`config.mk`:
```
export PLATFORM = sky130hd
export DESIGN_NAME = pldo_regs
export DESIGN_NICKNAME = d
export VERILOG_FILES = /design/src/pldo_pkg.sv /design/src/pldo_regs.sv /design/src/pldo_sync.sv
export SDC_FILE = /design/constraint.sdc
export NUM_CORES = 1
export LEC_CHECK = 0
export ABC_CLOCK_PERIOD_IN_PS = 5520
export BUFFER_PORTS_ARGS = -buffer_cell sky130_fd_sc_hd__buf_2
export CAP_MARGIN = 5
export CORE_ASPECT_RATIO = 0.75
export CORE_UTILIZATION = 40
export DETAILED_ROUTE_END_ITERATION = 16
export GPL_TIMING_DRIVEN = 0
export SYNTH_ARGS = -nofsm -noshare
export SYNTH_HDL_FRONTEND = slang
export SYNTH_HIERARCHICAL = 1
export SYNTH_SLANG_ARGS = --single-unit
```
`constraint.sdc`:
```
create_clock -name i_clk -period 5.52 [get_ports i_clk]
set_input_delay 0.276 -clock i_clk [delete_from_list [all_inputs] [get_ports i_clk]]
set_output_delay 0.276 -clock i_clk [all_outputs]
set_load 0.005 [all_outputs]
```
`src/pldo_pkg.sv`:
```
package pldo_pkg;
    // register addresses on the serial bus
    localparam logic [7:0] ADDR_THIRD_CTL = 8'h70;
    localparam logic [7:0] ADDR_FOURTH_CTL = 8'h71;
    localparam logic [7:0] ADDR_PAGE = 8'h7F;
    localparam logic [7:0] ADDR_EXT_INFO = 8'h80;

    // page select codes
    localparam logic [3:0] PAGE_FUNC = 4'h0;
    localparam logic [3:0] PAGE_EXT1 = 4'h1;
    localparam logic [3:0] PAGE_EXT2 = 4'h2;

    // control, page and event register field positions
    localparam int BIT_OFF_MODE = 7;
    localparam int BIT_LOWPOWER = 6;
    localparam int BIT_STANDBY = 5;
    localparam int BIT_ENABLE = 4;
    localparam int VCODE_MSB = 3;
    localparam int PAGE_MSB = 3;
    localparam int EVT_BIT = 0;

    // reset and fixed default values
    localparam logic [7:0] CTL_RST = 8'h00;
    localparam logic [3:0] PAGE_RST = 4'h0;
    localparam logic [4:0] FIXED_THIRD = 5'h10;
    localparam logic [4:0] FIXED_FOURTH = 5'h10;

    // pin synchroniser: bit 0 clock, 1 data, 2 button, 3 fuse supply
    localparam int SYNC_W = 4;
    localparam logic [3:0] SYNC_RST = 4'h3;

    // cycles after reset release before the fuse load
    localparam logic [1:0] LOAD_WAIT = 2'h3;

    // serial bus device address, value is arbitrary
    localparam logic [6:0] DEV_ADDR = 7'h08;
    localparam logic [3:0] BYTE_BITS = 4'h8;
endpackage

```
`src/pldo_regs.sv`:
```
`timescale 1ns/1ns
// Behaviour
// third reg bit7: off or sleep after turn-off
// third reg bit6 permits low-power mode
// third reg bit5 switches off in standby
// third reg bit4 enables the regulator
// third reg bits3:0 voltage code out
// fourth reg bit7: off or sleep after turn-off
// fourth reg bit6 permits low-power mode
// fourth reg bit5 switches off in standby
// fourth reg bit4 enables the regulator
// fourth reg bits3:0 voltage code out
// page codes: functional, extended one, extended two
// addresses and data are eight bits
// only the first pages are reachable
// low half shared, high half per page
// host writes page code before extended access
// functional registers reachable from any page
// undefined addresses read zero, ignore writes
// write-one clears sticky bit, zero keeps
// fuse defaults loaded, writable after release
// control and page accessible any time; control writes are ignored until the fuse load ends
// button edge applies each off-or-sleep choice
// page holds value; unknown codes select nothing
module pldo_regs (
    input wire logic i_clk,
    input wire logic i_rst,
    input wire logic i_scl,
    input wire logic i_sda,
    output logic o_sda,
    output logic o_sda_oe,
    input wire logic i_power_button_input,
    input wire logic i_fuse_program_supply,
    input wire logic [4:0] i_third_fuse_bits,
    input wire logic [4:0] i_fourth_fuse_bits,
    output logic o_third_reg_off_or_sleep,
    output logic o_third_reg_lowpower_allow,
    output logic o_third_reg_standby_off,
    output logic o_third_reg_enable,
    output logic [3:0] o_third_reg_voltage_code,
    output logic o_third_reg_shutdown,
    output logic o_third_reg_asleep,
    output logic o_fourth_reg_off_or_sleep,
    output logic o_fourth_reg_lowpower_allow,
    output logic o_fourth_reg_standby_off,
    output logic o_fourth_reg_enable,
    output logic [3:0] o_fourth_reg_voltage_code,
    output logic o_fourth_reg_shutdown,
    output logic o_fourth_reg_asleep
);
    typedef enum logic [8:0] {
        ST_IDLE = 9'h001,
        ST_ADDR = 9'h002,
        ST_ACK_A = 9'h004,
        ST_REG = 9'h008,
        ST_ACK_R = 9'h010,
        ST_WDATA = 9'h020,
        ST_ACK_W = 9'h040,
        ST_RDATA = 9'h080,
        ST_RACK = 9'h100
    } pldo_st_e;
    logic [pldo_pkg::SYNC_W-1:0] sync_w;
    logic scl_q_r, sda_q_r, pb_q_r;
    logic bus_start, bus_stop, scl_rise, scl_fall;
    pldo_st_e st_r;
    logic [3:0] cnt_r;
    logic [7:0] sh_r, ptr_r, wdata_r, rd_data;
    logic rw_r, host_wr_r;
    logic [1:0] load_cnt_r;
    logic load_pend_r, load_now, off_evt, evt_r;
    logic [3:0] page_r;
    logic wr_page, wr_evt;
    logic [1:0] wr_ctl, shut_r, sleep_r;
    logic [7:0] ctl_r [2];
    logic [4:0] fuse_sel [2];
    // pins pass two flip-flops before any logic sees them
    pldo_sync u_sync (
        .i_clk(i_clk), .i_rst(i_rst), .o_sync(sync_w),
        .i_async({i_fuse_program_supply, i_power_button_input, i_sda, i_scl})
    );

    // previous samples for edge detection
    always_ff @(posedge i_clk) begin
        if (i_rst) begin
            scl_q_r <= 1'b1;
            sda_q_r <= 1'b1;
            pb_q_r <= 1'b0;
        end else begin
            scl_q_r <= sync_w[0];
            sda_q_r <= sync_w[1];
            pb_q_r <= sync_w[2];
        end
    end
    // bus conditions and clock edges
    assign bus_start = sync_w[0] && scl_q_r && sda_q_r && !sync_w[1];
    assign bus_stop = sync_w[0] && scl_q_r && !sda_q_r && sync_w[1];
    assign scl_rise = sync_w[0] && !scl_q_r;
    assign scl_fall = !sync_w[0] && scl_q_r;
    assign off_evt = sync_w[2] && !pb_q_r;
    // the data line is only ever pulled low
    always_ff @(posedge i_clk) begin
        o_sda <= 1'b0;
    end

    // serial slave: address byte, register pointer, data bytes
    always_ff @(posedge i_clk) begin
        if (i_rst) begin
            st_r <= ST_IDLE;
            cnt_r <= 4'h0;
            sh_r <= 8'h00;
            rw_r <= 1'b0;
            ptr_r <= 8'h00;
            host_wr_r <= 1'b0;
            wdata_r <= 8'h00;
            o_sda_oe <= 1'b0;
        end else begin
            host_wr_r <= 1'b0;
            if (bus_start) begin
                st_r <= ST_ADDR;
                cnt_r <= 4'h0;
                o_sda_oe <= 1'b0;
            end else if (bus_stop) begin
                st_r <= ST_IDLE;
                o_sda_oe <= 1'b0;
            end else if (scl_rise) begin
                if (st_r == ST_ADDR || st_r == ST_REG || st_r == ST_WDATA) begin
                    sh_r <= {sh_r[6:0], sync_w[1]};
                    cnt_r <= cnt_r + 4'h1;
                end else if (st_r == ST_RACK) begin
                    if (sync_w[1]) begin
                        st_r <= ST_IDLE; // master ends the read
                    end else begin
                        ptr_r <= ptr_r + 8'h01;
                    end
                end
            end else if (scl_fall) begin
                unique case (st_r)
                    ST_IDLE: begin
                    end
                    ST_ADDR: begin
                        if (cnt_r == pldo_pkg::BYTE_BITS) begin
                            if (sh_r[7:1] == pldo_pkg::DEV_ADDR) begin
                                o_sda_oe <= 1'b1;
                                rw_r <= sh_r[0];
                                st_r <= ST_ACK_A;
                            end else begin
                                st_r <= ST_IDLE;
                            end
                        end
                    end
                    ST_ACK_A, ST_RACK: begin
                        if (st_r == ST_RACK || rw_r) begin
                            o_sda_oe <= !rd_data[7];
                            sh_r <= {rd_data[6:0], 1'b0};
                            cnt_r <= 4'h1;
                            st_r <= ST_RDATA;
                        end else begin
                            o_sda_oe <= 1'b0;
                            cnt_r <= 4'h0;
                            st_r <= ST_REG;
                        end
                    end
                    ST_REG: begin
                        if (cnt_r == pldo_pkg::BYTE_BITS) begin
                            ptr_r <= sh_r;
                            o_sda_oe <= 1'b1;
                            st_r <= ST_ACK_R;
                        end
                    end
                    ST_ACK_R, ST_ACK_W: begin
                        o_sda_oe <= 1'b0;
                        cnt_r <= 4'h0;
                        st_r <= ST_WDATA;
                        if (st_r == ST_ACK_W) begin
                            ptr_r <= ptr_r + 8'h01;
                        end
                    end
                    ST_WDATA: begin
                        if (cnt_r == pldo_pkg::BYTE_BITS) begin
                            host_wr_r <= 1'b1;
                            wdata_r <= sh_r;
                            o_sda_oe <= 1'b1;
                            st_r <= ST_ACK_W;
                        end
                    end
                    ST_RDATA: begin
                        if (cnt_r == pldo_pkg::BYTE_BITS) begin
                            o_sda_oe <= 1'b0;
                            st_r <= ST_RACK;
                        end else begin
                            o_sda_oe <= !sh_r[7];
                            sh_r <= {sh_r[6:0], 1'b0};
                            cnt_r <= cnt_r + 4'h1;
                        end
                    end
                endcase
            end
        end
    end

    // fuse load waits for the supply level to settle after release
    always_ff @(posedge i_clk) begin
        if (i_rst) begin
            load_cnt_r <= 2'h0;
            load_pend_r <= 1'b1;
        end else if (load_pend_r) begin
            if (load_cnt_r == pldo_pkg::LOAD_WAIT) begin
                load_pend_r <= 1'b0;
            end else begin
                load_cnt_r <= load_cnt_r + 2'h1;
            end
        end
    end
    assign load_now = load_pend_r && (load_cnt_r == pldo_pkg::LOAD_WAIT);
    // fixed defaults while the programming supply is present
    assign fuse_sel[0] = sync_w[3] ? pldo_pkg::FIXED_THIRD : i_third_fuse_bits;
    assign fuse_sel[1] = sync_w[3] ? pldo_pkg::FIXED_FOURTH : i_fourth_fuse_bits;

    // write decode; page register at any page, extended space follows the page code
    assign wr_page = host_wr_r && (ptr_r == pldo_pkg::ADDR_PAGE);
    assign wr_evt = host_wr_r && (ptr_r == pldo_pkg::ADDR_EXT_INFO)
        && (page_r == pldo_pkg::PAGE_EXT1);

    // page register keeps its code until rewritten
    always_ff @(posedge i_clk) begin
        if (i_rst) begin
            page_r <= pldo_pkg::PAGE_RST;
        end else if (wr_page) begin
            page_r <= wdata_r[pldo_pkg::PAGE_MSB:0];
        end
    end

    // sticky turn-off event flag, an arriving event beats the clear
    always_ff @(posedge i_clk) begin
        if (i_rst) begin
            evt_r <= 1'b0;
        end else if (off_evt) begin
            evt_r <= 1'b1;
        end else if (wr_evt && wdata_r[pldo_pkg::EVT_BIT]) begin
            evt_r <= 1'b0;
        end
    end

    // per regulator control register and turn-off state
    for (genvar g = 0; g < 2; g++) begin : g_reg
        localparam logic [7:0] CA = (g == 0) ? pldo_pkg::ADDR_THIRD_CTL
            : pldo_pkg::ADDR_FOURTH_CTL;
        assign wr_ctl[g] = host_wr_r && (ptr_r == CA) && !load_pend_r;
        // control byte: fuse load first, host writes after
        always_ff @(posedge i_clk) begin
            if (i_rst) begin
                ctl_r[g] <= pldo_pkg::CTL_RST;
            end else if (load_now) begin
                ctl_r[g][pldo_pkg::BIT_ENABLE:0] <= fuse_sel[g];
            end else if (wr_ctl[g]) begin
                ctl_r[g] <= wdata_r;
            end
        end

        // button event picks off or sleep; a rewrite of the register resumes
        always_ff @(posedge i_clk) begin
            if (i_rst) begin
                shut_r[g] <= 1'b0;
                sleep_r[g] <= 1'b0;
            end else if (off_evt) begin
                shut_r[g] <= !ctl_r[g][pldo_pkg::BIT_OFF_MODE];
                sleep_r[g] <= ctl_r[g][pldo_pkg::BIT_OFF_MODE];
            end else if (wr_ctl[g]) begin
                shut_r[g] <= 1'b0;
                sleep_r[g] <= 1'b0;
            end
        end
    end

    // read mux; low half ignores the page, unknown addresses read zero
    always_comb begin
        rd_data = 8'h00;
        if (!ptr_r[7]) begin
            if (ptr_r == pldo_pkg::ADDR_PAGE) begin
                rd_data = {4'h0, page_r};
            end else if (ptr_r == pldo_pkg::ADDR_THIRD_CTL) begin
                rd_data = ctl_r[0];
            end else if (ptr_r == pldo_pkg::ADDR_FOURTH_CTL) begin
                rd_data = ctl_r[1];
            end
        end else if (ptr_r == pldo_pkg::ADDR_EXT_INFO) begin
            if (page_r == pldo_pkg::PAGE_EXT1) begin
                rd_data = {7'h00, evt_r};
            end else if (page_r == pldo_pkg::PAGE_EXT2) begin
                rd_data = {4'h0, sleep_r[1], shut_r[1], sleep_r[0], shut_r[0]};
            end
        end
    end

    // regulator controls straight from the register flops
    assign o_third_reg_off_or_sleep = ctl_r[0][pldo_pkg::BIT_OFF_MODE];
    assign o_third_reg_lowpower_allow = ctl_r[0][pldo_pkg::BIT_LOWPOWER];
    assign o_third_reg_standby_off = ctl_r[0][pldo_pkg::BIT_STANDBY];
    assign o_third_reg_enable = ctl_r[0][pldo_pkg::BIT_ENABLE];
    assign o_third_reg_voltage_code = ctl_r[0][pldo_pkg::VCODE_MSB:0];
    assign o_third_reg_shutdown = shut_r[0];
    assign o_third_reg_asleep = sleep_r[0];
    assign o_fourth_reg_off_or_sleep = ctl_r[1][pldo_pkg::BIT_OFF_MODE];
    assign o_fourth_reg_lowpower_allow = ctl_r[1][pldo_pkg::BIT_LOWPOWER];
    assign o_fourth_reg_standby_off = ctl_r[1][pldo_pkg::BIT_STANDBY];
    assign o_fourth_reg_enable = ctl_r[1][pldo_pkg::BIT_ENABLE];
    assign o_fourth_reg_voltage_code = ctl_r[1][pldo_pkg::VCODE_MSB:0];
    assign o_fourth_reg_shutdown = shut_r[1];
    assign o_fourth_reg_asleep = sleep_r[1];
endmodule

```
`src/pldo_sync.sv`:
```
`timescale 1ns/1ns
// two flip-flop synchroniser for the asynchronous pins
module pldo_sync (
    input wire logic i_clk,
    input wire logic i_rst,
    input wire logic [pldo_pkg::SYNC_W-1:0] i_async,
    output logic [pldo_pkg::SYNC_W-1:0] o_sync
);
    logic [pldo_pkg::SYNC_W-1:0] meta_r;

    // first stage feeds only the second stage
    always_ff @(posedge i_clk) begin
        if (i_rst) begin
            meta_r <= pldo_pkg::SYNC_RST;
            o_sync <= pldo_pkg::SYNC_RST;
        end else begin
            meta_r <= i_async;
            o_sync <= meta_r;
        end
    end
endmodule

```
==> results.md, run 1 <==
- Routed length per placed instance: 17.05 µm
- Number of global-route vias before repair: 3208
- Global route overflow: 0
- DRC errors left: 0
- DR vias: 3633
- Row cnt: 31
- GPL Wtd Cong: 0.8762
- Die Area: 10720 µm²
- Total Routing Usage GR: 21.43%
- Pre-CTS setup slack: 2.736 ns
- Outcome: complete, no violations
- Seq cells post-synth: 79
- Root Driver: clkbuf_16
- Avg Synthesized Cell Area: 8.907 µm²
- Port bufs: 36
- Final Hold Viols: 0
- Period Utilization, post-route: 51.70%
- Filler cell count in the final layout: 965
- Minimum clock period: 2.854 ns
- DIE HEIGHT: 89.94 µm
- Routed Antenna Nets: 0
- Initial antenna violation count: 0
- Critical path class: reg -> reg
- Commonest non-fill, non-tap cell in the layout: nor2_1
- Hold buffer count at cts: 0
- Pin count of the biggest net entering global routing: 15
- Slowest-stage cell, CP: nor4_1
- Post-placement cell area: 4476 µm²
- Top layer in use: met4
- Power consumption: 0.001290 W
- Reg power frac: 49.2%
- Antenna cells: 0
- Gate Count Post-Synth: 463
- Core Area: 9852 µm²
- Pwr Density: 271.3 nW/µm²
- Area contributors post-synth: dfxtp_1 (31%), edfxtp_1 (12%), mux2i_1 (6.6%)
- Net Sw Frac: 25.13%
- Slew @ Worst Pin: 0.9295 ns
- Combinational fraction of design power: 7.7%
- Startpoint types: register
- Maximum VDD drop: 0.1845 mV
- Clock network fraction of total power: 43.1%
- Max-cap viol count: 0
- First-pass GRT wire length: 17.60 mm
- Iter 0 DRT Violations: 208
- RSZ-0062 raised after global routing: false
- Critical Path End Type: register
- CTS tree: yes
- CTS max path bufs: 2
- Met2 routed WL: 4.338 mm
- Fin Setup TNS: 0 ns
- Post-layout util: 48.25%
- Async set-reset flop share out of synthesis: 0%
- Arrival time at the worst endpoint: 3.05 ns
- Worst Clk Skew: 0.007882 ns
- Min-delay worst type: in -> reg
- CTS sink cnt: 79
- Die Wd: 119.2 µm
- Post-CTS Resized: 0
- WL met1: 5.764 mm
- Crit-path max cell delay: 0.68 ns
- Cell Area, Synth: 4124 µm²
- Number of I/O pins: 38
- Setup Buffers After CTS: 0
- Crit Path Max Fanout: 10
- Initial Util: 41.86%
- Number of synthesis warnings: 6
- Commonest non-fill, non-tap cells in the layout: nor2_1 (64), dfxtp_1 (63), buf_2 (42)
- Area growth syn-to-layout: 15.26%
- Setup Viol. Count Final: 0
- Share of the synthesized area in the top cell type: 30.58%
- Setup ws final: 2.666 ns
- Post-synth EDFFs: 16
- Proportion of layout cells with a drive suffix above 1: 14.15%
- TritonCTS Buffers: 9
- Synth area leader: dfxtp_1
- Vias per cell: 5.606
- DRT Wirelength: 11.05 mm
- Htree depth: 3
- Slew Limit Fails: 0
- Worst skew pair latency: 0.34 ns
- Worst path required time: 5.71 ns
- WL met3: 823 µm
- Normalized max-slew margin: 37.87%
- Worst-path clk slew: 0.06 ns
- Leakage: 1.820 nW
- Seq/Total Area, Yosys: 42.23%
- Achievable frequency: 0.3504 GHz
- Crit-path cells: buf_2, or4_1, nor4_1, nand2_1, a211o_1, buf_2, a211oi_1, a211oi_1
- Main flop type after synthesis: dfxtp_1
- 1st-pass router iterations: 5
- Design area: 4753 µm²
- P_sw: 0.0003241 W
- Final Net Count: 536
- HPWL after DPL: 8.301 mm
- Syn_nets: 488
- Cell-internal power: 0.0009656 W
- Yosys cell types: 67
[worst paths after layout]
check                                   start                           to  slack, ns  cells after the start
hold / removal                          i_sda  u_sync/meta_r[1]$_SDFF_PP1_       0.11                      2
setup reg to reg         st_r[3]$_SDFFE_PP0P_        ptr_r[1]$_SDFFE_PP0P_       2.67                      8
setup / recovery         st_r[3]$_SDFFE_PP0P_        ptr_r[1]$_SDFFE_PP0P_       2.67                      8
hold reg to reg   u_sync/meta_r[0]$_SDFF_PP1_  u_sync/o_sync[0]$_SDFF_PP1_       0.41                      1
[synth_stat cells, drive strengths merged (3+ instances only)]
cell	count
a211o	3
a211oi	3
a21oi	30
a221oi	4
a22o	8
a22oi	4
a2bb2oi	3
a31oi	8
and2	6
and3	3
buf	10
clkbuf	16
dfxtp	63
edfxtp	16
ha	9
inv	12
mux2i	27
nand2	30
nand2b	7
nand3	20
nand4	4
nor2	65
nor2b	11
nor3	14
nor3b	7
nor4	8
nor4b	3
o21ai	13
o311a	3
or2	12
or3	3
or4	3
xor2	6
[power groups by stage]
stage | logic (W) | clock network, W | registers [W]
after floorplan | 0.0000618 | 0 | 0.000643
after global placement | 0.0000980 | 0 | 0.000645
after detailed placement | 0.0000988 | 0 | 0.000646
after CTS | 0.0000993 | 0.000564 | 0.000634
after global routing | 0.000111 | 0.000591 | 0.000636
final | 0.0000994 | 0.000556 | 0.000634
[per-layer routing]
metal,GRT usage (%),vias up
met3,5.203,11
met4,6.118,0
met2,28.34,133
met1,33.51,1713
li1,-,1776
met5,0,-
[through the flow]
stage / hold slack (ns) / std cells
floorplan: 0.3476 / 463
global placement: 0.3850 / 631
detailed placement: 0.4016 / 631
CTS: 0.09854 / 647
global route: 0.1127 / 648
finish: 0.1060 / 648
[critical path: cells and delay by family (launching register included)]
family / cells / cell delay, ns
flip-flops: 1 / 0.29
AO/OA/AOI/OAI: 3 / 0.68
AND/OR/NAND/NOR: 3 / 1.34
buffers and inverters: 2 / 0.39
[flip-flops by register name, indices dropped and copies added (netlist names)]
register	cells
ptr_r	8
o_third_reg_asleep	1
page_r	4
host_wr_r	1
o_fourth_reg_asleep	1
load_pend_r	1
st_r	9
u_sync/meta_r	4
pb_q_r	1
o_sda_oe	1
sh_r	8
o_fourth_reg_shutdown	1
sda_q_r	1
o_third_reg_shutdown	1
scl_q_r	1
evt_r	1
rw_r	1
wdata_r	8
load_cnt_r	2
cnt_r	4
ctl_r	16
u_sync/o_sync	4
[cells by family (layout without fill, tap and decap cells)]
family          after synthesis  after routing  share of synthesized area [%]
simple gates                205            205                          26.12
compound gates               96             96                          16.63
flops                        79             79                          42.23
buf+inv                      39             92                          4.156
mux                          27             27                          6.553
fa+ha+maj                     9              9                          2.731
xor+xnor                      7              7                          1.487
other cells                   1              1                        0.09093
[layout make-up]
cell class / count / area, µm² / share of cell area [%]
buffer: 26 / 122.6 / 2.580
clock buffer: 10 / 229.0 / 4.817
clock inverter: 6 / 43.79 / 0.9213
inverter: 13 / 48.80 / 1.027
multi-input combinational: 345 / 2217 / 46.64
sequential: 79 / 1742 / 36.64
tap: 132 / 165.2 / 3.475
timing repair buffer: 37 / 185.2 / 3.896
Note: power is estimated with default switching activity, not from simulation.
==> run 2, diff against run 1 <==
--- a/config.mk
+++ b/config.mk
@@ -5,7 +5,7 @@
 export SDC_FILE = /design/constraint.sdc
 export NUM_CORES = 1
 export LEC_CHECK = 0
-export ABC_CLOCK_PERIOD_IN_PS = 5520
+export ABC_CLOCK_PERIOD_IN_PS = 2300
 export BUFFER_PORTS_ARGS = -buffer_cell sky130_fd_sc_hd__buf_2
 export CAP_MARGIN = 5
 export CORE_ASPECT_RATIO = 0.75
==> constraint.sdc (replaced) <==
create_clock -name i_clk -period 2.3 [get_ports i_clk]
set_input_delay 0.115 -clock i_clk [delete_from_list [all_inputs] [get_ports i_clk]]
set_output_delay 0.115 -clock i_clk [all_outputs]
set_load 0.005 [all_outputs]
==> run 2 against run 1 <==
Effect of this change: the flow now finishes with violations (setup timing); non-clock buffer count is 22 higher; combinational power grew to 2.6 times the previous value; cell count rose by 3.4%; largest cell class unchanged; wire length is 6.2% higher; clock skew grew 0.0031 ns; power up 140%; via count rose by 3.9%; utilization increased by 3.7 points; critical endpoint is now sh_r[1]$_SDFFE_PP0P_; critical path depth did not move; sequential share of layout area decreased by 2.2 points; cell area grew 7.7%; largest power group unchanged.
==> results.md, run 2 (synthesized netlist as in run 1, its figures left out) <==
- DIE HEIGHT: 89.94 µm (unchanged)
- Number of global-route vias before repair: 3529 (+10%)
- Root Driver: clkbuf_16
- Final Hold Viols: 0 (unchanged)
- Crit Path Max Fanout: 5 (-5)
- Worst Clk Skew: 0.01100 ns (+0.003121 ns)
- DRT Wirelength: 11.73 mm (+6.2%)
- Largest Register: ctl_r
- Critical path class: reg -> reg
- Commonest non-fill, non-tap cells in the layout: nor2_1 (60), dfxtp_1 (56), buf_2 (36)
- Setup Viol. Count Final: 10 (+10)
- Initial antenna violation count: 0 (unchanged)
- Normalized max-slew margin: 42.43% (+4.6 points)
- Worst hold slack: 0.03141 ns (-0.07460 ns)
- Slew Limit Fails: 0 (unchanged)
- Vias per cell: 5.633 (+0.47%)
- Slew @ Worst Pin: 0.8545 ns (-0.07503 ns)
- Placed cells: 631 (unchanged)
- Htree depth: 3 (unchanged)
- Die Wd: 119.2 µm (unchanged)
- Minimum clock period: 2.466 ns (-0.3878 ns)
- Clock network fraction of total power: 43.5% (+0.4 points)
- P_sw: 0.0008045 W (+150%)
- Min-delay worst type: in -> reg
- Period Utilization, post-route: 107.2% (+56 points)
- Port bufs: 36 (unchanged)
- Iter 0 DRT Violations: 260 (+25%)
- Worst-path clk slew: 0.06 ns (about the same)
- Fin cells: 670 (+3.4%)
- WL met3: 839 µm (+1.9%)
- Global route overflow: 0 (unchanged)
- CTS sink cnt: 79 (unchanged)
- HPWL after DPL: 8.273 mm (-0.34%)
- Maximum VDD drop: 0.5580 mV (+200%)
- 1st-pass router iterations: 5 (unchanged)
- Filler cell count in the final layout: 936 (-3.0%)
- Post-layout util: 51.96% (+3.7 points)
- Worst Setup SP: st_r[8]$_SDFFE_PP0P_
- Final Net Count: 558 (+4.1%)
- Initial Util: 41.86% (unchanged)
- RSZ-0062 raised after global routing: true
- Commonest non-fill, non-tap cell in the layout: nor2_1
- Largest regs: ctl_r x16, st_r x9
- Pin count of the biggest net entering global routing: 16 (+1)
- Leakage: 2.001 nW (+9.9%)
- Pwr Density: 612.1 nW/µm² (+130%)
- Achievable frequency: 0.4055 GHz (+16%)
- Arrival time at the worst endpoint: 2.74 ns (-0.31 ns)
- Startpoint types: register
- Die Area: 10720 µm² (unchanged)
- Number of I/O pins: 38 (unchanged)
- Max-cap viol count: 0 (unchanged)
- CTS tree: yes
- Routed length per placed instance: 17.51 µm (+2.7%)
- Pre-CTS setup slack: -0.5534 ns (-3.290 ns)
- Outcome: finished, violations left
- Worst path required time: 2.57 ns (-3.14 ns)
- Proportion of layout cells with a drive suffix above 1: 22.49% (+8.3 points)
- Net Sw Frac: 25.68% (+0.55 points)
- Critical R2R Launch: st_r[8]$_SDFFE_PP0P_
- Top layer in use: met4
- Power consumption: 0.003133 W (+140%)
- Routed Antenna Nets: 0 (unchanged)
- Max FFs per register: 16 (unchanged)
- Hold_sp: i_rst
- First-pass GRT wire length: 18.73 mm (+6.4%)
- Row cnt: 31 (unchanged)
- WL met1: 5.791 mm (+0.47%)
- Worst skew pair latency: 0.34 ns (about the same)
- DRC errors left: 0 (unchanged)
- Combinational fraction of design power: 8.2% (+0.5 points)
- TritonCTS Buffers: 9 (unchanged)
- Antenna cells: 0 (unchanged)
- Reg power frac: 48.4% (-0.8 points)
- Cell-internal power: 0.002329 W (+140%)
- CTS max path bufs: 2 (unchanged)
- Setup ws final: -0.1658 ns (-2.832 ns)
- GPL Wtd Cong: 0.9182 (+4.8%)
- Met2 routed WL: 4.945 mm (+14%)
- Total Routing Usage GR: 22.65% (+1.2 points)
- Area growth syn-to-layout: 24.12%
- Core Area: 9852 µm² (unchanged)
- Failing checks: setup timing
- DR vias: 3774 (+3.9%)
- Critical Path End Type: register
run 2: cell types whose count changed in the layout (fill, tap and decap cells not counted), moves of 6 or more:
cell,change
clkbuf_1,-6
buf_4,+19
buf_2,-6
buf_6,+6
dfxtp_1,-7
run 2: worst max-delay path: stages (launching register included):
cell and delay (ns):
dfxtp_4 0.36, or4_4 0.53, or3_4 0.38, a21o_1 0.19, a2111oi_4 0.41, buf_4 0.19
buf_6 0.13, o221ai_2 0.09, a21oi_2 0.12
run 2: final cells by class:
cell class,count,area [µm²],area share (%)
Clock inverter,7,53.80,1.051
Multi-Input combinational cell,345,2327,45.47
Sequential cell,79,1760,34.39
Buffer,20,107.6,2.102
Timing Repair Buffer,65,430.4,8.409
Tap cell,132,165.2,3.227
Inverter,13,48.80,0.9533
Clock buffer,9,225.2,4.400
run 2: timing repair:
action / 4_1_cts / 5_1_grt
setup buffers: 13 / 10
resized for setup: 29 / 22
hold buffers: 4 / 0
gates cloned: 1 / 1
setup endpoints to repair: 58 / 46
pin swaps: 4 / 25
hold endpoints to repair: 4 / 0
run 2: power by group through the flow:
stage | registers (W) | clock network [W] | logic (W)
floorplan | 0.00154 | 0 | 0.000148
global placement | 0.00155 | 0 | 0.000236
detailed placement | 0.00155 | 0 | 0.000241
CTS | 0.00152 | 0.00139 | 0.000251
global route | 0.00152 | 0.00144 | 0.000284
finish | 0.00151 | 0.00136 | 0.000256
run 2: through the flow:
stage / TNS [ns] / instance area, µm²
6_report: -1.024 / 5119
3_3_place_gp: -16.31 / 4486
4_1_cts: -1.106 / 5007
5_1_grt: -4.562 / 5119
2_1_floorplan: -0.2826 / 4140
3_5_place_dp: -14.81 / 4492
run 2: path summary, 6_finish.rpt:
kind / end / slack [ns] / cells after the start
worst min register to register: u_sync/o_sync[1]$_SDFF_PP1_ / 0.40 / 1
worst max-delay path: sh_r[1]$_SDFFE_PP0P_ / -0.17 / 8
worst min-delay path: u_sync/o_sync[2]$_SDFF_PP0_ / 0.03 / 2
worst max register to register: sh_r[1]$_SDFFE_PP0P_ / -0.17 / 8
run 2: layer usage:
layer,GRT usage [%],up-vias
met5,0,-
met4,6.435,0
met3,5.266,16
met2,32.75,141
met1,33.24,1789
li1,-,1828
==> run 3, diff against run 2 <==
--- a/config.mk
+++ b/config.mk
@@ -5,6 +5,7 @@
 export SDC_FILE = /design/constraint.sdc
 export NUM_CORES = 1
 export LEC_CHECK = 0
+export ABC_AREA = 1
 export ABC_CLOCK_PERIOD_IN_PS = 2300
 export BUFFER_PORTS_ARGS = -buffer_cell sky130_fd_sc_hd__buf_2
 export CAP_MARGIN = 5
==> run 3 against run 2 <==
Effect of this change: the run now ends clean; sequential power barely moved; sequential share of layout area rose by 0.83 points; critical path type unchanged; highest routed layer unchanged; register-to-register slack improved by 0.39 ns.
==> results.md, run 3 <==
- Root Driver: clkbuf_16
- Core Area: 10290 µm² (+4.4%)
- Critical path buffers and inverters: 2 (unchanged)
- Pre-CTS setup slack: 0.1573 ns (+0.7106 ns)
- Pwr Density: 657.1 nW/µm² (+7.3%)
- Mux contribution to synthesized area: 0% (-6.6 points)
- Adder-Cell Fraction of Synth Area: 2.649% (-0.081 points)
- Initial Util: 41.31% (-0.55 points)
- Power consumption: 0.003249 W (+3.7%)
- Fin Setup TNS: 0 ns (+1.024 ns)
- Outcome: complete, no violations
- Worst hold slack: 0.07795 ns (+0.04654 ns)
- Main flop type after synthesis: dfxtp_1
- Max FFs per register: 16 (unchanged)
- TritonCTS Buffers: 9 (unchanged)
- CTS max path bufs: 2 (unchanged)
- Global route overflow: 0 (unchanged)
- Commonest non-fill, non-tap cells in the layout: nand2_1 (86), nor2_1 (80), inv_1 (73)
- Number of global-route vias before repair: 3814 (+8.1%)
- Syn_nets: 603 (+24%)
- Cell mode on critical path: inv_1
- Gate Count Post-Synth: 578 (+25%)
- Critical path depth: 7 (-1)
- Yosys cell types: 39 (-42%)
- Startpoint types: register
- Avg Synthesized Cell Area: 7.354 µm² (-17%)
- Hold depth: 3 (+1)
- Top cells by count, synth: nand2_1 (86), nor2_1 (80), inv_1 (73)
- CTS sink cnt: 79 (unchanged)
- Pin count of the biggest net entering global routing: 15 (-1)
- Htree depth: 3 (unchanged)
- Commonest non-fill, non-tap cell in the layout: nand2_1
- Slew Limit Fails: 0 (unchanged)
- Arrival time at the worst endpoint: 2.25 ns (-0.49 ns)
- Worst-path clk slew: 0.06 ns (about the same)
- Post-Synth XOR/XNOR Area: 1.442% (-0.044 points)
- Normalized max-slew margin: 56.29% (+14 points)
- Critical path class: reg -> reg
- Achievable frequency: 0.4820 GHz (+19%)
- Seq cells post-synth: 79 (unchanged)
- Critical Path End Type: register
- Crit-path max cell delay: 0.46 ns (-0.07 ns)
- Routed length per placed instance: 15.02 µm (-14%)
- Minimum clock period: 2.075 ns (-0.3911 ns)
- Vias per cell: 5.091 (-9.6%)
- Iter 0 DRT Violations: 284 (+9.2%)
- Cell Area, Synth: 4250 µm² (+3.1%)
- HPWL after DPL: 8.823 mm (+6.6%)
- Min-delay worst type: in -> reg
- Area growth syn-to-layout: 16.34%
- Post-synthesis compound-gate area fraction: 13.60% (-3.0 points)
- Post-synth EDFFs: 16 (unchanged)
- Row cnt: 32 (+3.2%)
- Period Utilization, post-route: 90.20% (-17 points)
- Setup Viol. Count Final: 0 (-10)
- RSZ-0062 raised after global routing: false
- Antenna cells: 0 (unchanged)
- Most numerous cell in the Yosys netlist: nand2_1
- 1st-pass router iterations: 5 (unchanged)
- Maximum VDD drop: 0.4378 mV (-22%)
- Slowest-stage cell, CP: nor2_2
- Seq/Total Area, Yosys: 40.98% (-1.3 points)
- Post-placement cell area: 4601 µm² (+2.4%)
- Area contributors post-synth: dfxtp_1 (30%), edfxtp_1 (11%), nand2_1 (7.6%)
- Largest regs: ctl_r x16, st_r x9
- Worst Clk Skew: 0.007773 ns (-0.003230 ns)
- Leakage: 2.189 nW (+9.4%)
- Slew @ Worst Pin: 0.6556 ns (-0.1988 ns)
- CTS tree: yes
- DIE HEIGHT: 91.27 µm (+1.5%)
- Total Routing Usage GR: 22.38% (-0.27 points)
- Crit path max-delay family: simple AND/OR/NAND/NOR gates
- DR vias: 3920 (+3.9%)
- DRC errors left: 0 (unchanged)
- Initial antenna violation count: 0 (unchanged)
- Reg2Reg Depth: 7 (-1)
- Port bufs: 36 (unchanged)
- Worst path required time: 2.48 ns (-0.09 ns)
- Crit-path cells: inv_1, nand4_1, nor2_2, nand2_1, nor2_1, inv_1, o21ai_0
- Proportion of layout cells with a drive suffix above 1: 17.51% (-5.0 points)
- Die Area: 11050 µm² (+3.0%)
- Async set-reset flop share out of synthesis: 0% (unchanged)
- Die Wd: 121.0 µm (+1.5%)
- Synth area leader: dfxtp_1
- Design area: 4945 µm² (-3.4%)
- GPL Wtd Cong: 0.8688 (-5.4%)
- Max-cap viol count: 0 (unchanged)
- Final Net Count: 654 (+17%)
- Setup ws final: 0.2253 ns (+0.3911 ns)
- Worst skew pair latency: 0.34 ns (about the same)
- Simple-Gate Fraction of Synth Area: 32.20% (+6.1 points)
- DRT Wirelength: 11.57 mm (-1.4%)
- Share of the synthesized area in the top cell type: 29.67% (-0.91 points)
- Largest Register: ctl_r
- Largest family of logic cells by synthesized area: simple AND/OR/NAND/NOR gates
- Crit Path Max Fanout: 9 (+4)
- First-pass GRT wire length: 18.98 mm (+1.4%)
- Final Hold Viols: 0 (unchanged)
- Number of synthesis warnings: 6 (unchanged)
- Number of I/O pins: 38 (unchanged)
- Routed Antenna Nets: 0 (unchanged)
-- run 3: logic make-up after synthesis --
logic type / after synthesis
simple gates: 274
compound gates: 112
buf+inv: 96
flops: 79
fa+ha+maj: 9
xor+xnor: 7
other cells: 1
-- run 3: metrics by stage --
stage	cells	utilization, %
finish	770	48.05
global route	770	48.05
CTS	770	48.01
detailed placement	750	44.71
global placement	750	44.71
floorplan	578	-
-- run 3: repair_timing --
item / 4_1_cts / 5_1_grt
gates resized for setup: 0 / 1
hold endpoints to repair: 4 / 0
hold buffers: 4 / 0
setup endpoints to repair: 0 / 2
setup buffers: 0 / 0
-- run 3: cell type report --
class | count | area, µm²
Clock inverter | 6 | 70.07
Multi-Input combinational cell | 403 | 2130
Tap cell | 136 | 170.2
Timing Repair Buffer | 40 | 220.2
Sequential cell | 79 | 1742
Inverter | 86 | 325.3
Fill cell | 1051 | 5345
Clock buffer | 10 | 229.0
Buffer | 10 | 58.81
-- run 3: layer usage --
| layer | part of all wire [%] | GRT usage [%] | wire length, µm | vias up |
|---|---|---|---|---|
| li1 | - | - | - | 1991 |
| met1 | 51 | 33.03 | 5947 | 1806 |
| met2 | 42 | 32.43 | 4821 | 108 |
| met3 | 5.8 | 5.276 | 667 | 15 |
| met4 | 1.1 | 5.453 | 128 | 0 |
| met5 | 0 | 0 | 0 | - |
-- run 3: where the power goes --
group | switching [W] | internal [W]
clock network | 0.000597 | 0.000849
logic | 0.000181 | 0.000101
registers | 0.0000400 | 0.00148
-- run 3: worst paths after layout --
path / endpoint / slack (ns) / start
max reg2reg: ctl_r[1][4]$_SDFFCE_PN0P_ / 0.23 / ptr_r[7]$_SDFFE_PP0P_
min: ctl_r[0][4]$_DFFE_PP_ / 0.08 / i_third_fuse_bits[4]
max: ctl_r[1][4]$_SDFFCE_PN0P_ / 0.23 / ptr_r[7]$_SDFFE_PP0P_
min reg2reg: u_sync/o_sync[3]$_SDFF_PP0_ / 0.41 / u_sync/meta_r[3]$_SDFF_PP0_
-- run 3: worst register-to-register path: stages, from the launching register on --
cell and delay (ns):
dfxtp_1 0.31, inv_1 0.16, nand4_1 0.23, nor2_2 0.46, nand2_1 0.27, nor2_1 0.14
inv_1 0.15, o21ai_0 0.20
